$ cat config.mk
export PLATFORM = sky130hd
export DESIGN_NAME = reset_and_register_map
export DESIGN_NICKNAME = d
export VERILOG_FILES = /design/src/inc/liu_reg_pkg.sv /design/src/rtl/reset_and_register_map.sv /design/src/rtl/reset_sequencer.sv
export SDC_FILE = /design/constraint.sdc
export NUM_CORES = 1
export LEC_CHECK = 0
export BUFFER_PORTS_ARGS = -buffer_cell sky130_fd_sc_hd__buf_4
export CORE_MARGIN = 2
export CORE_UTILIZATION = 50
export CTS_BUF_LIST = sky130_fd_sc_hd__clkbuf_8
export DETAILED_ROUTE_END_ITERATION = 16
export PLACE_DENSITY_LB_ADDON = 0.12
export SYNTH_ARGS = -nofsm -noshare
export SYNTH_HDL_FRONTEND = slang
export SYNTH_SLANG_ARGS = --single-unit
$ cat constraint.sdc
create_clock -name i_ref_clk -period 13.1 [get_ports i_ref_clk]
set_clock_uncertainty 0.15 [all_clocks]
set_input_delay 3.275 -clock i_ref_clk [delete_from_list [all_inputs] [get_ports i_ref_clk]]
set_output_delay 3.275 -clock i_ref_clk [all_outputs]
set_load 0.02 [all_outputs]
$ cat src/inc/liu_reg_pkg.sv
// Register map, reset timing and carrier types of the reset and register block.
package liu_reg_pkg;

    // Timing figures with derived cycle counts.
    localparam int CLK_PERIOD_NS       = 10;
    localparam int HW_RESET_MIN_NS     = 100;
    localparam int HW_RESET_MIN_CYCLES =
        (HW_RESET_MIN_NS + CLK_PERIOD_NS - 1) / CLK_PERIOD_NS;
    localparam int SOFT_RESET_LIMIT_NS = 1000;
    localparam int SOFT_RESET_LIMIT_CYCLES =
        SOFT_RESET_LIMIT_NS / CLK_PERIOD_NS;
    localparam int SOFT_RESET_HOLD_CYCLES  = 8;
    localparam int SETTLE_US           = 50;
    localparam int SETTLE_CYCLES       = SETTLE_US * 1000 / CLK_PERIOD_NS;

    // Bus widths of the host port.
    localparam int ADDR_W = 5;
    localparam int DATA_W = 8;

    // Register offsets.
    localparam logic [4:0] ADDR_SILICON_REVISION       = 5'h00;
    localparam logic [4:0] ADDR_SOFT_RESET_TRIGGER     = 5'h01;
    localparam logic [4:0] ADDR_GLOBAL_CONFIG          = 5'h02;
    localparam logic [4:0] ADDR_LINE_IMPEDANCE_SELECT  = 5'h03;
    localparam logic [4:0] ADDR_JITTER_ATTEN_CONFIG    = 5'h04;
    localparam logic [4:0] ADDR_TRANSMIT_CONFIG_0      = 5'h05;
    localparam logic [4:0] ADDR_TRANSMIT_CONFIG_1      = 5'h06;
    localparam logic [4:0] ADDR_TRANSMIT_CONFIG_2      = 5'h07;
    localparam logic [4:0] ADDR_TRANSMIT_CONFIG_3      = 5'h08;
    localparam logic [4:0] ADDR_TRANSMIT_CONFIG_4      = 5'h09;
    localparam logic [4:0] ADDR_RECEIVE_CONFIG_0       = 5'h0A;
    localparam logic [4:0] ADDR_RECEIVE_CONFIG_1       = 5'h0B;
    localparam logic [4:0] ADDR_RECEIVE_CONFIG_2       = 5'h0C;
    localparam logic [4:0] ADDR_DIAG_PATTERN_CONTROL   = 5'h0D;
    localparam logic [4:0] ADDR_LOOPBACK_CONTROL       = 5'h0E;
    localparam logic [4:0] ADDR_INBAND_CODE_LENGTH     = 5'h0F;
    localparam logic [4:0] ADDR_TX_INBAND_CODE         = 5'h10;
    localparam logic [4:0] ADDR_RX_ACTIVATE_CODE       = 5'h11;
    localparam logic [4:0] ADDR_RX_DEACTIVATE_CODE     = 5'h12;
    localparam logic [4:0] ADDR_ERROR_INSERT_COUNT_CTRL = 5'h13;
    localparam logic [4:0] ADDR_IRQ_MASK_0             = 5'h14;
    localparam logic [4:0] ADDR_IRQ_MASK_1             = 5'h15;
    localparam logic [4:0] ADDR_IRQ_EDGE_SELECT        = 5'h16;
    localparam logic [4:0] ADDR_LINE_CONDITION_0       = 5'h17;
    localparam logic [4:0] ADDR_LINE_CONDITION_1       = 5'h18;
    localparam logic [4:0] ADDR_IRQ_FLAGS_0            = 5'h19;
    localparam logic [4:0] ADDR_IRQ_FLAGS_1            = 5'h1A;
    localparam logic [4:0] ADDR_ERROR_COUNT_LOW        = 5'h1B;
    localparam logic [4:0] ADDR_ERROR_COUNT_HIGH       = 5'h1C;

    // Control bank: global_config to irq_edge_select.
    localparam int CTRL_COUNT = 21;

    // Control bank indices and bit positions.
    localparam int IDX_GLOBAL_CONFIG    = 0;
    localparam int IDX_TRANSMIT_CONFIG_0 = 3;
    localparam int IDX_TRANSMIT_CONFIG_1 = 4;
    localparam int LINE_STANDARD_BIT    = 2;
    localparam int TX_POWER_DOWN_BIT    = 4;
    localparam int TX_HIGH_Z_BIT        = 4;
    localparam logic LINE_STANDARD_RESET = 1'b0;

    // Writable bits per register; the line-standard bit is kept apart.
    localparam logic [7:0] CTRL_MASK [0:CTRL_COUNT-1] = '{
        8'h03, 8'h3F, 8'h3F, 8'h1F, 8'h3F, 8'h3F, 8'hFF, 8'h7F,
        8'h1F, 8'h5F, 8'h33, 8'h7F, 8'h0F, 8'h3F, 8'hFF, 8'hFF,
        8'hFF, 8'h7F, 8'h7F, 8'hFF, 8'h7F};

    // Default value of each control register.
    localparam logic [7:0] CTRL_RESET [0:CTRL_COUNT-1] = '{
        8'h00, 8'h00, 8'h20, 8'h00, 8'h10, 8'h00, 8'h00, 8'h00,
        8'h00, 8'h00, 8'h00, 8'h00, 8'h00, 8'h00, 8'h00, 8'h00,
        8'h00, 8'h00, 8'h00, 8'h00, 8'h00};

    // One host access.
    typedef struct packed {
        logic        write;
        logic        read;
        logic [4:0]  addr;
        logic [7:0]  data;
    } host_req_type;

    // Status words from the line logic.
    typedef struct packed {
        logic [7:0]  line_condition_0;
        logic [7:0]  line_condition_1;
        logic [7:0]  irq_flags_0;
        logic [7:0]  irq_flags_1;
        logic [15:0] error_count;
    } line_status_type;

    // Whole control bank.
    typedef logic [CTRL_COUNT-1:0][7:0] ctrl_bank_type;

    // Reset sequencer states.
    typedef enum logic [1:0] {
        SEQ_RUN,
        SEQ_SOFT_RESET,
        SEQ_HW_RESET
    } reset_state_type;

endpackage

$ cat src/rtl/reset_and_register_map.sv
// Reset handling and host register map of the line interface unit.
`timescale 1ns/100ps

// What this block does
// - Writing soft reset location resets within 1 us.
// - Reset pin low 100 ns resets device.
// - Line drivers high impedance after any reset.
// - All internal flip-flops set to reset values by i_reset.
// - All registers load defaults on pin or power-on reset.
// - Soft reset restores all port states but the line standard.
// - Soft reset keeps line-standard select bit.
// - Soft reset register write-only, holds nothing.
// - Address zero returns fixed silicon revision.
// - Map groups control, status, counter registers.
// - Line standard zero E1, one T1/J1.
module reset_and_register_map
    import liu_reg_pkg::*;
#(
    parameter int         SETTLE_COUNT     = SETTLE_CYCLES,
    parameter logic [7:0] SILICON_REVISION = 8'hA5  // Arbitrary value.
)
(
    input  wire logic            i_ref_clk,        // Master clock, 100 MHz.
    input  wire logic            i_reset,          // Async reset, high.
    input  wire logic            i_hw_reset_n,     // Reset pin, low active.
    input  wire host_req_type    i_host,           // Host access strobes.
    input  wire line_status_type i_status,         // Line status words.
    output logic [7:0]           o_rd_data,        // Read answer byte.
    output logic                 o_rd_valid,       // Read answer pulse.
    output ctrl_bank_type        o_config,         // Control bank contents.
    output logic                 o_line_standard,  // 0 = E1, 1 = T1/J1.
    output logic                 o_settling,       // Clocking settle window.
    output logic                 o_line_drive_en,  // Line driver enable.
    output logic                 o_in_reset        // Device held in reset.
);

    localparam int SET_W = $clog2(SETTLE_COUNT + 1);
    localparam logic [SET_W-1:0] SETTLE_LOAD = SET_W'(SETTLE_COUNT);

    // True inside the control bank.
    function automatic logic is_ctrl(input logic [4:0] addr);
        is_ctrl = (addr >= ADDR_GLOBAL_CONFIG) &&
                  (addr <= ADDR_IRQ_EDGE_SELECT);
    endfunction

    // Index of a control-bank address.
    function automatic logic [4:0] ctrl_index(input logic [4:0] addr);
        ctrl_index = addr - ADDR_GLOBAL_CONFIG;
    endfunction

    ctrl_bank_type       ctrl;
    logic                line_std;
    logic                soft_trigger;
    logic [SET_W-1:0]    settle_count;
    logic [SET_W-1:0]    next_settle_count;
    logic [7:0]          next_rd_data;
    wire logic           hw_reset;
    wire logic           any_reset;
    wire logic           host_open;
    wire logic           wr_take;
    wire logic           rd_take;
    wire logic           wr_soft;
    wire logic           wr_ctrl;
    wire logic [4:0]     wr_index;
    wire logic           wr_gcf;
    wire logic           next_line_std;
    wire logic           std_changes;
    wire logic           next_drive_en;
    wire logic [7:0]     gcf_view;

    // Pin filter and soft reset stretcher.
    reset_sequencer u_sequencer
    (
        .i_ref_clk      (i_ref_clk),
        .i_reset        (i_reset),
        .i_hw_reset_n   (i_hw_reset_n),
        .i_soft_trigger (soft_trigger),
        .o_hw_reset     (hw_reset),
        .o_any_reset    (any_reset)
    );

    // Accesses are dropped in reset and in the trigger's launch cycle.
    assign host_open = !any_reset && !soft_trigger;
    assign wr_take   = host_open && i_host.write;
    assign rd_take   = host_open && i_host.read && !i_host.write;

    // Write decode.
    assign wr_soft  = wr_take && (i_host.addr == ADDR_SOFT_RESET_TRIGGER);
    assign wr_ctrl  = wr_take && is_ctrl(i_host.addr);
    assign wr_index = ctrl_index(i_host.addr);
    assign wr_gcf   = wr_take && (i_host.addr == ADDR_GLOBAL_CONFIG);

    // Any write to the trigger fires it; the byte is never kept.
    always_ff @(posedge i_ref_clk or posedge i_reset)
    begin
        if (i_reset)
            soft_trigger <= 1'b0;
        else
            soft_trigger <= wr_soft;
    end

    // Control bank: defaults under any reset, else masked host writes.
    generate
        for (genvar i = 0; i < CTRL_COUNT; i++)
        begin : g_ctrl
            wire logic hit;
            assign hit = wr_ctrl && (wr_index == 5'(i));
            always_ff @(posedge i_ref_clk or posedge i_reset)
            begin
                if (i_reset)
                    ctrl[i] <= CTRL_RESET[i];
                else if (any_reset)
                    ctrl[i] <= CTRL_RESET[i];
                else if (hit)
                    ctrl[i] <= i_host.data & CTRL_MASK[i];
            end
        end
    endgenerate

    // Line standard survives a soft reset only.
    assign next_line_std = hw_reset ? LINE_STANDARD_RESET :
                           wr_gcf ? i_host.data[LINE_STANDARD_BIT] :
                           line_std;
    assign std_changes = (next_line_std != line_std);

    always_ff @(posedge i_ref_clk or posedge i_reset)
    begin
        if (i_reset)
            line_std <= LINE_STANDARD_RESET;
        else
            line_std <= next_line_std;
    end

    // The settle window is only reported; accesses are not refused.
    assign next_settle_count = any_reset ? '0 :
                               std_changes ? SETTLE_LOAD :
                               (settle_count != '0) ?
                               settle_count - SET_W'(1) : settle_count;

    always_ff @(posedge i_ref_clk or posedge i_reset)
    begin
        if (i_reset)
        begin
            settle_count <= '0;
            o_settling   <= 1'b0;
        end
        else
        begin
            settle_count <= next_settle_count;
            o_settling   <= (next_settle_count != '0);
        end
    end

    // Drivers stay off in reset; the high-Z default keeps them off after.
    assign next_drive_en = !any_reset && !soft_trigger &&
        !ctrl[IDX_TRANSMIT_CONFIG_0][TX_POWER_DOWN_BIT] &&
        !ctrl[IDX_TRANSMIT_CONFIG_1][TX_HIGH_Z_BIT];

    // Global config read view with the held line-standard bit.
    assign gcf_view = ctrl[IDX_GLOBAL_CONFIG] |
                      (8'(line_std) << LINE_STANDARD_BIT);

    // Read multiplexer over control, status and counter groups.
    always_comb
    begin
        next_rd_data = 8'h00;
        if (is_ctrl(i_host.addr))
        begin
            if (i_host.addr == ADDR_GLOBAL_CONFIG)
                next_rd_data = gcf_view;
            else
                next_rd_data = ctrl[ctrl_index(i_host.addr)];
        end
        else
        begin
            case (i_host.addr)
                ADDR_SILICON_REVISION:
                    next_rd_data = SILICON_REVISION;
                ADDR_LINE_CONDITION_0:
                    next_rd_data = i_status.line_condition_0 & 8'h7F;
                ADDR_LINE_CONDITION_1:
                    next_rd_data = i_status.line_condition_1 & 8'h20;
                ADDR_IRQ_FLAGS_0:
                    next_rd_data = i_status.irq_flags_0 & 8'h7F;
                ADDR_IRQ_FLAGS_1:
                    next_rd_data = i_status.irq_flags_1;
                ADDR_ERROR_COUNT_LOW:
                    next_rd_data = i_status.error_count[7:0];
                ADDR_ERROR_COUNT_HIGH:
                    next_rd_data = i_status.error_count[15:8];
                default:
                    next_rd_data = 8'h00;
            endcase
        end
    end

    // Read answer and port states; a soft reset returns all but the line standard.
    always_ff @(posedge i_ref_clk or posedge i_reset)
    begin
        if (i_reset)
        begin
            o_rd_data       <= 8'h00;
            o_rd_valid      <= 1'b0;
            o_line_drive_en <= 1'b0;
            o_in_reset      <= 1'b0;
            o_line_standard <= LINE_STANDARD_RESET;
        end
        else if (any_reset)
        begin
            o_rd_data       <= 8'h00;
            o_rd_valid      <= 1'b0;
            o_line_drive_en <= 1'b0;
            o_in_reset      <= 1'b1;
            o_line_standard <= next_line_std;
        end
        else
        begin
            o_rd_data       <= rd_take ? next_rd_data : o_rd_data;
            o_rd_valid      <= rd_take;
            o_line_drive_en <= next_drive_en;
            o_in_reset      <= 1'b0;
            o_line_standard <= next_line_std;
        end
    end

    // The bank leaves from its flops, line-standard bit merged in.
    always_comb
    begin
        o_config = ctrl;
        o_config[IDX_GLOBAL_CONFIG] = gcf_view;
    end

endmodule

$ cat src/rtl/reset_sequencer.sv
// Hardware reset pin filter and software reset stretcher.
`timescale 1ns/100ps
module reset_sequencer
    import liu_reg_pkg::*;
(
    input  wire logic i_ref_clk,       // Master clock.
    input  wire logic i_reset,         // Asynchronous power-on reset.
    input  wire logic i_hw_reset_n,    // Reset pin, active low, async.
    input  wire logic i_soft_trigger,  // One-cycle software reset request.
    output logic      o_hw_reset,      // Hardware reset in force.
    output logic      o_any_reset      // Either reset in force.
);

    localparam int LOW_W  = $clog2(HW_RESET_MIN_CYCLES + 1);
    localparam int HOLD_W = $clog2(SOFT_RESET_HOLD_CYCLES + 1);
    localparam logic [LOW_W-1:0] LOW_FULL =
        LOW_W'(HW_RESET_MIN_CYCLES);
    localparam logic [HOLD_W-1:0] HOLD_LAST =
        HOLD_W'(SOFT_RESET_HOLD_CYCLES - 1);

    logic                  pin_meta;
    logic                  pin_sync;
    logic [LOW_W-1:0]      low_count;
    logic [LOW_W-1:0]      next_low_count;
    logic [HOLD_W-1:0]     hold_count;
    logic [HOLD_W-1:0]     next_hold_count;
    reset_state_type       state;
    reset_state_type       next_state;
    wire logic             pin_held;

    // The pin is asynchronous: two flops before any logic.
    always_ff @(posedge i_ref_clk or posedge i_reset)
    begin
        if (i_reset)
        begin
            pin_meta <= 1'b1;
            pin_sync <= 1'b1;
        end
        else
        begin
            pin_meta <= i_hw_reset_n;
            pin_sync <= pin_meta;
        end
    end

    // Low time is counted so short glitches never reset.
    assign next_low_count = pin_sync ? '0 :
                            (low_count == LOW_FULL) ? low_count :
                            low_count + LOW_W'(1);
    assign pin_held = (low_count == LOW_FULL);

    // A pin reset wins over a soft reset in progress.
    always_comb
    begin
        next_state      = state;
        next_hold_count = hold_count;
        case (state)
            SEQ_RUN:
            begin
                if (pin_held)
                    next_state = SEQ_HW_RESET;
                else if (i_soft_trigger)
                begin
                    next_state      = SEQ_SOFT_RESET;
                    next_hold_count = '0;
                end
            end
            SEQ_SOFT_RESET:
            begin
                next_hold_count = hold_count + HOLD_W'(1);
                if (pin_held)
                    next_state = SEQ_HW_RESET;
                else if (hold_count == HOLD_LAST)
                    next_state = SEQ_RUN;
            end
            SEQ_HW_RESET:
            begin
                if (pin_sync)
                    next_state = SEQ_RUN;
            end
            default:
                next_state = SEQ_RUN;
        endcase
    end

    // Outputs registered from the next state.
    always_ff @(posedge i_ref_clk or posedge i_reset)
    begin
        if (i_reset)
        begin
            low_count   <= '0;
            hold_count  <= '0;
            state       <= SEQ_RUN;
            o_hw_reset  <= 1'b0;
            o_any_reset <= 1'b0;
        end
        else
        begin
            low_count   <= next_low_count;
            hold_count  <= next_hold_count;
            state       <= next_state;
            o_hw_reset  <= (next_state == SEQ_HW_RESET);
            o_any_reset <= (next_state != SEQ_RUN);
        end
    end

endmodule
==> summary.txt, run 1 <==
STA
  • Crit share post-route: 50.24%
  • Relative max-transition margin: 29.80%
  • Fin crit period: 6.582 ns
  • Hold slack: 0.2440 ns
  • RSZ-0062 raised after global routing: false
  • Hold Fails Final Rpt: 0
  • Setup-failing EPs final: 0
  • Worst-Margin Slew: 1.045 ns
  • Setup TNS: 0 ns
  • Fmax: ~150 MHz
  • Final slew viol count: 0

Cells and area
  • Final core occ: between 60% and 70%
  • Area Growth Syn to Fin: 19.86%
  • Diode count: 0
  • Commonest non-fill, non-tap cells in the layout: 209 x buf_4, 167 x dfrtp_1, 118 x nor2_1
  • Share of layout cells above drive strength 1: 27.03%
  • NumNets Final: roughly 1200
  • Commonest non-fill, non-tap cell in the layout: buf_4

Setup path
  • Worst EP arrival: 6.83 ns
  • CP max FO: 44
  • Kind of critical path: in2reg
  • Startpoint types: input port
  • Critical path required time: between 10 and 15 ns
  • Critical path endpoint category: flop

Synth
  • Async S/R FF share, synth: 100.0%
  • Area of the mapped netlist: 9310 µm²
  • Post-Synth Adder-Cell Area: 0.9407%
  • Largest family of logic cells by synthesized area: simple AND/OR/NAND/NOR gates
  • Seq/Total Area, Yosys: between 40% and 50%
  • Synth Area in Compound Gates: 11.62%
  • Average size of a mapped cell: 9.947 µm²
  • Top_reg_cell synth: dfrtp_1
  • Flops & latches, synth: 172
  • Post-Synth XOR/XNOR Area: less than 1%
  • Post-synthesis mux area share: 16.49%
  • Synth warn: 0
  • Post-synth EDFFs: 0
  • Synth cell types: slightly above 70
  • Mapped Cells: about 940
  • Post-Synth Simple-Gate Area: 17.52%

Clock network
  • Clock Tree Root: clkbuf_8
  • Clock Latency Late Sink: 0.48 ns
  • Clock tree sinks: 172
  • Post-cts gate resize count: 0
  • H-tree depth: 4
  • CTS tree: built
  • Post-CTS setup buffers: 0
  • Reg clk slew, reported paths: 0.09 ns
  • Maximum buffer depth of the clock tree: 2
  • Inserted Clock Buffers: 17
  • Hold buffers post-CTS: 0

Detailed routing
  • Mean routed wirelength per cell: ~21 µm
  • Pre-antenna DRT Iters: 5
  • Vias: 7912
  • Vias per Instance: around 6
  • Antenna viol nets, final: 0
  • DRC: 0
  • DR iter-0 viols: 760
  • Routed WL: 28.06 mm

Floorplan
  • # rows: 49
  • Initial Utilization: 51.48%
  • DIE HEIGHT: 140.5 µm
  • Die Area: 19730 µm²
  • Core ar.: 18090 µm²
  • # IOs: 247
  • Die W: 140.5 µm

Outcome
  • Status: finished, final reports clean

Job
  • Max cap viols: 0

Place
  • GPL Wtd Cong: 0.8553
  • Port Buf Inserts: around 200
  • Dpl hpwl: between 15 and 20 mm

Global routing
  • All-Layer GR Usage: 28.42%
  • Initial antenna violation count: 0
  • Total gr overflow: 0
  • Global-route wire length before repair: 43.26 mm
  • Vias in the first global route: 7532
  • Pin count of the biggest net entering global routing: 110

Pwr
  • Pleak: 5.241 nW
  • Worst vdd ir: 0.08005 mV
  • PD cells: 127.4 nW/µm²

Worst hold path
  • Hold Crit Class: reg2reg
final timing paths:
check / end / startpoint / slack [ns] / depth (start not counted)
max in group asynchronous: u_sequencer.o_any_reset$_DFF_PP0_ / i_reset / 8.38 / 3
max: o_config[36]$_DFFE_PP1P_ / i_host[9] / 6.52 / 6
min: u_sequencer.pin_sync$_DFF_PP1_ / u_sequencer.pin_meta$_DFF_PP1_ / 0.24 / 0
max reg2reg: o_config[27]$_DFFE_PP0P_ / u_sequencer.o_any_reset$_DFF_PP0_ / 9.13 / 7
min reg2reg: u_sequencer.pin_sync$_DFF_PP1_ / u_sequencer.pin_meta$_DFF_PP1_ / 0.24 / 0
min in group asynchronous: o_config[81]$_DFFE_PP0P_ / i_reset / 2.87 / 2
power breakdown:
part / switching (mW) / internal (mW) / total [mW] / leakage [nW]
combinational: 0.237 / 0.142 / 0.379 / 2.67
clock: 0.196 / 0.191 / 0.387 / 0.214
sequential: 0.0810 / 0.575 / 0.656 / 2.36
total: 0.514 / 0.908 / 1.42 / 5.24
per-stage QoR:
stage               cell area (µm²)  setup slack, ns  cells  power [mW]
floorplan                      9442            5.021    971      0.9237
global placement              10760            6.168   1303       1.036
detailed placement            10760            6.143   1303       1.040
CTS                           11160            6.626   1335       1.424
global route                  11160            6.319   1335       1.493
finish                        11160            6.518   1335       1.421
sequential cells by signal (all words and copies together) (netlist names):
signal / flops
u_sequencer.pin_sync: 1
soft_trigger: 1
o_rd_valid: 1
o_in_reset: 1
u_sequencer.o_hw_reset: 1
o_config: 129
o_settling: 1
settle_count: 13
ctrl: 2
u_sequencer.state: 2
o_line_standard: 1
u_sequencer.pin_meta: 1
u_sequencer.low_count: 4
o_line_drive_en: 1
u_sequencer.o_any_reset: 1
u_sequencer.hold_count: 4
o_rd_data: 8
layer usage:
layer / global-route usage (%) / share of wire [%] / up-vias
li1: - / - / 3578
met1: 39.16 / 42 / 3898
met2: 45.10 / 47 / 399
met3: 7.043 / 9.1 / 37
met4: 8.263 / 1.7 / 0
met5: 0 / 0 / -
worst max-delay path, stage by stage:
cell,delay (ns)
buf_4,0.51
inv_1,0.26
ha_1,0.65
nor3_1,0.96
nand4_1,0.64
a211o_1,0.46
kinds of logic after synthesis:
| kind of cell | after synthesis |
|---|---|
| AO/OA/AOI/OAI | 170 |
| XOR/XNOR | 8 |
| multiplexers | 123 |
| buffers and inverters | 115 |
| adder cells (fa/ha/maj) | 7 |
| flip-flops | 172 |
| AND/OR/NAND/NOR | 340 |
| other | 1 |
cell usage after synthesis (all sizes together), types with 4 or more instances:
cell type	n	area, µm²
mux4	23	518.0
nand3b	4	30.03
o31ai	4	30.03
nor2	123	489.2
nand3	40	200.2
dfstp	4	105.1
xor2	4	35.03
o21ai	28	140.1
nor3	18	117.6
mux2	13	146.4
clkbuf	54	202.7
and2	5	33.78
or4	6	52.55
xnor2	4	35.03
nor3b	6	45.04
mux2i	87	870.8
a221oi	8	70.07
inv	9	33.78
nor2b	11	68.82
nor4	8	56.30
a32o	4	40.04
a221o	4	40.04
a22oi	14	105.1
a211oi	4	30.03
or3	4	25.02
a21oi	75	375.4
buf	52	354.1
nand2	94	352.8
ha	7	87.58
dfrtp	168	4204
cell type report:
cell class	count	area (µm²)
clock inverters	14	156.4
clock buffers	18	247.7
flip-flops and latches	172	4313
well taps	229	286.5
inverters	9	38.79
repair buffers	209	1569
fillers	1591	6927
multi-input cells	684	4548
Power figures use the tool's default switching activity.
==> run 2: changes to the inputs <==
clock period = 5.8 ns   (was 13.1 ns; I/O delays follow)
==> run 2 against run 1 <==
Clock power rose by 140%. Routed wire length barely moved. Total power rose by 130%. Cell count rose by 0.30%. Die area did not move. Critical path type unchanged. Combinational power rose by 130%.
==> summary.txt, run 2 (same netlist as run 1, synthesis figures left out) <==
Clock network
  • Clock tree sinks: 172 (unchanged)
  • CTS tree: built (unchanged)
  • Post-cts gate resize count: 0 (unchanged)
  • Clock Latency Late Sink: 0.48 ns (about the same)
  • H-tree depth: 4 (unchanged)
  • Post-CTS setup buffers: 0 (unchanged)
  • Clock Tree Root: clkbuf_8 (unchanged)
  • Maximum buffer depth of the clock tree: 2 (unchanged)
  • Inserted Clock Buffers: 17 (unchanged)
  • Hold buffers post-CTS: 0 (unchanged)
  • Reg clk slew, reported paths: 0.10 ns (was 0.09 ns)

Global routing
  • Vias in the first global route: 7481 (was 7532)
  • Pin count of the biggest net entering global routing: 173 (was 110)
  • Met2 global-route usage: 44.32% (was 45.10%)
  • Total gr overflow: 0 (unchanged)
  • All-Layer GR Usage: 28.38% (was 28.42%)
  • Initial antenna violation count: 0 (unchanged)
  • Busiest grt layer: met2 (unchanged)
  • Global-route wire length before repair: 43.08 mm (was 43.26 mm)
  • M3 GR Usage: 7.726% (was 7.043%)
  • Met1 usage: 39.00% (was 39.16%)

STA
  • Final slew viol count: 0 (unchanged)
  • Crit share post-route: 68.70%
  • Setup TNS: 0 ns (unchanged)
  • Fmax: ~250 MHz
  • Setup-failing EPs final: 0 (unchanged)
  • Worst-Margin Slew: 0.9418 ns (was 1.045 ns)
  • Final WS setup: 1.815 ns (was 6.518 ns)
  • Relative max-transition margin: 36.73% (was 29.80%)
  • RSZ-0062 raised after global routing: false (unchanged)
  • Fin crit period: 3.985 ns
  • Hold Fails Final Rpt: 0 (unchanged)

Detailed routing
  • Mean routed wirelength per cell: 20.97 µm (was 21.02 µm)
  • Antenna viol nets, final: 0 (unchanged)
  • Pre-antenna DRT Iters: 5 (unchanged)
  • DRC: 0 (unchanged)
  • DR iter-0 viols: 648 (was 760)
  • Vias per Instance: 5.904 (was 5.927)
  • Routed WL: 28.08 mm (was 28.06 mm)
  • Vias: 7905 (was 7912)

Cells and area
  • Max FFs per register: 129 (unchanged)
  • NumNets Final: 1170 (was 1166)
  • Commonest non-fill, non-tap cell in the layout: buf_4 (unchanged)
  • Commonest non-fill, non-tap cells in the layout: 212 x buf_4, 167 x dfrtp_1, 118 x nor2_1 (was 209 x buf_4, 167 x dfrtp_1, 118 x nor2_1)
  • Area Growth Syn to Fin: 20.56% (was 19.86%)
  • Cell area after layout: 11220 µm² (was 11160 µm²)
  • Share of layout cells above drive strength 1: 27.66% (was 27.03%)
  • Diode count: 0 (unchanged)

Setup path
  • CP max FO: 20 (was 44)
  • Startpoint types: input port (unchanged)
  • Reg2reg setup slack: 2.55 ns (was 9.13 ns)
  • Worst EP arrival: 4.18 ns (was 6.83 ns)
  • Kind of critical path: in2reg (unchanged)
  • Critical path endpoint category: flop (unchanged)
  • Critical path required time: 5.99 ns (was 13.35 ns)

Place
  • Cell Area, Placed: 10800 µm² (was 10760 µm²)
  • Dpl hpwl: 19.33 mm (was 19.31 mm)
  • GPL Wtd Cong: 0.8575 (was 0.8553)
  • Place WS: 1.356 ns (was 6.143 ns)
  • Port Buf Inserts: 201 (unchanged)

Floorplan
  • Die Area: 19730 µm² (unchanged)
  • # rows: 49 (unchanged)
  • Initial Utilization: 51.48% (unchanged)
  • Core ar.: 18090 µm² (unchanged)
  • Die W: 140.5 µm (unchanged)
  • DIE HEIGHT: 140.5 µm (unchanged)
  • # IOs: 247 (unchanged)

Outcome
  • Status: finished, final reports clean (unchanged)

Pwr
  • Final Power: 3.260 mW (was 1.421 mW)
  • Pleak: 5.259 nW (was 5.241 nW)
  • PD cells: 290.5 nW/µm² (was 127.4 nW/µm²)
  • Worst vdd ir: 0.1895 mV (was 0.08005 mV)

Job
  • Max cap viols: 0 (unchanged)

Worst hold path
  • Hold Crit Class: reg2reg (unchanged)
-- run 2: cell types whose count changed in the layout (fill, tap and decap cells not counted) --
cell        previous run  this run
clkinv_2               2         1
inv_6                  1         6
inv_1                 12         8
buf_4                209       212
clkinv_4               3         2
buf_12                 0         1
clkinvlp_4             2         3
-- run 2: critical path, cell delays in order --
cell     delay (ns)
buf_4          0.21
inv_1          0.17
ha_1           0.77
nand2_1        0.17
or3_1          0.54
nor2_1         0.52
mux2i_1        0.26
nor2_1         0.06
-- run 2: metal layers --
metal / wire length (µm) / part of all wire (%)
met1: 11740 / 42
met4: 701 / 2.5
met2: 13000 / 46
met5: 0 / 0
met3: 2628 / 9.4
-- run 2: worst paths after layout --
kind,start,to,cells after the start
worst max-delay path,i_host[9],o_config[25]$_DFFE_PP0P_,8
worst min register to register,u_sequencer.pin_meta$_DFF_PP1_,u_sequencer.pin_sync$_DFF_PP1_,0
worst min-delay path,u_sequencer.pin_meta$_DFF_PP1_,u_sequencer.pin_sync$_DFF_PP1_,0
min in group asynchronous,i_reset,o_config[26]$_DFFE_PP0P_,3
max in group asynchronous,i_reset,u_sequencer.o_any_reset$_DFF_PP0_,3
worst max register to register,u_sequencer.o_any_reset$_DFF_PP0_,o_config[25]$_DFFE_PP0P_,6
-- run 2: cell type report --
| cell class | instances | area, µm² |
|---|---|---|
| multi-input combinational | 684 | 4548 |
| tap | 229 | 286.5 |
| timing repair buffer | 213 | 1612 |
| clock buffer | 18 | 247.7 |
| fill | 1578 | 6862 |
| inverter | 9 | 37.54 |
| sequential | 172 | 4313 |
| clock inverter | 14 | 180.2 |
-- run 2: report_power, final --
part           switching [mW]  internal, mW  total, mW  leakage (nW)
logic                   0.544         0.323      0.867          2.69
registers               0.169          1.30       1.47          2.36
clock network           0.479         0.446      0.925         0.211
total                    1.19          2.07       3.26          5.26
-- run 2: metrics by stage --
| stage | std cells | utilization, % | hold slack (ns) |
|---|---|---|---|
| floorplan | 971 | - | 0.1952 |
| global placement | 1307 | 59.70 | 0.2044 |
| detailed placement | 1307 | 59.70 | 0.2043 |
| CTS | 1339 | 62.06 | 0.2192 |
| global route | 1339 | 62.06 | 0.2278 |
| finish | 1339 | 62.06 | 0.2166 |
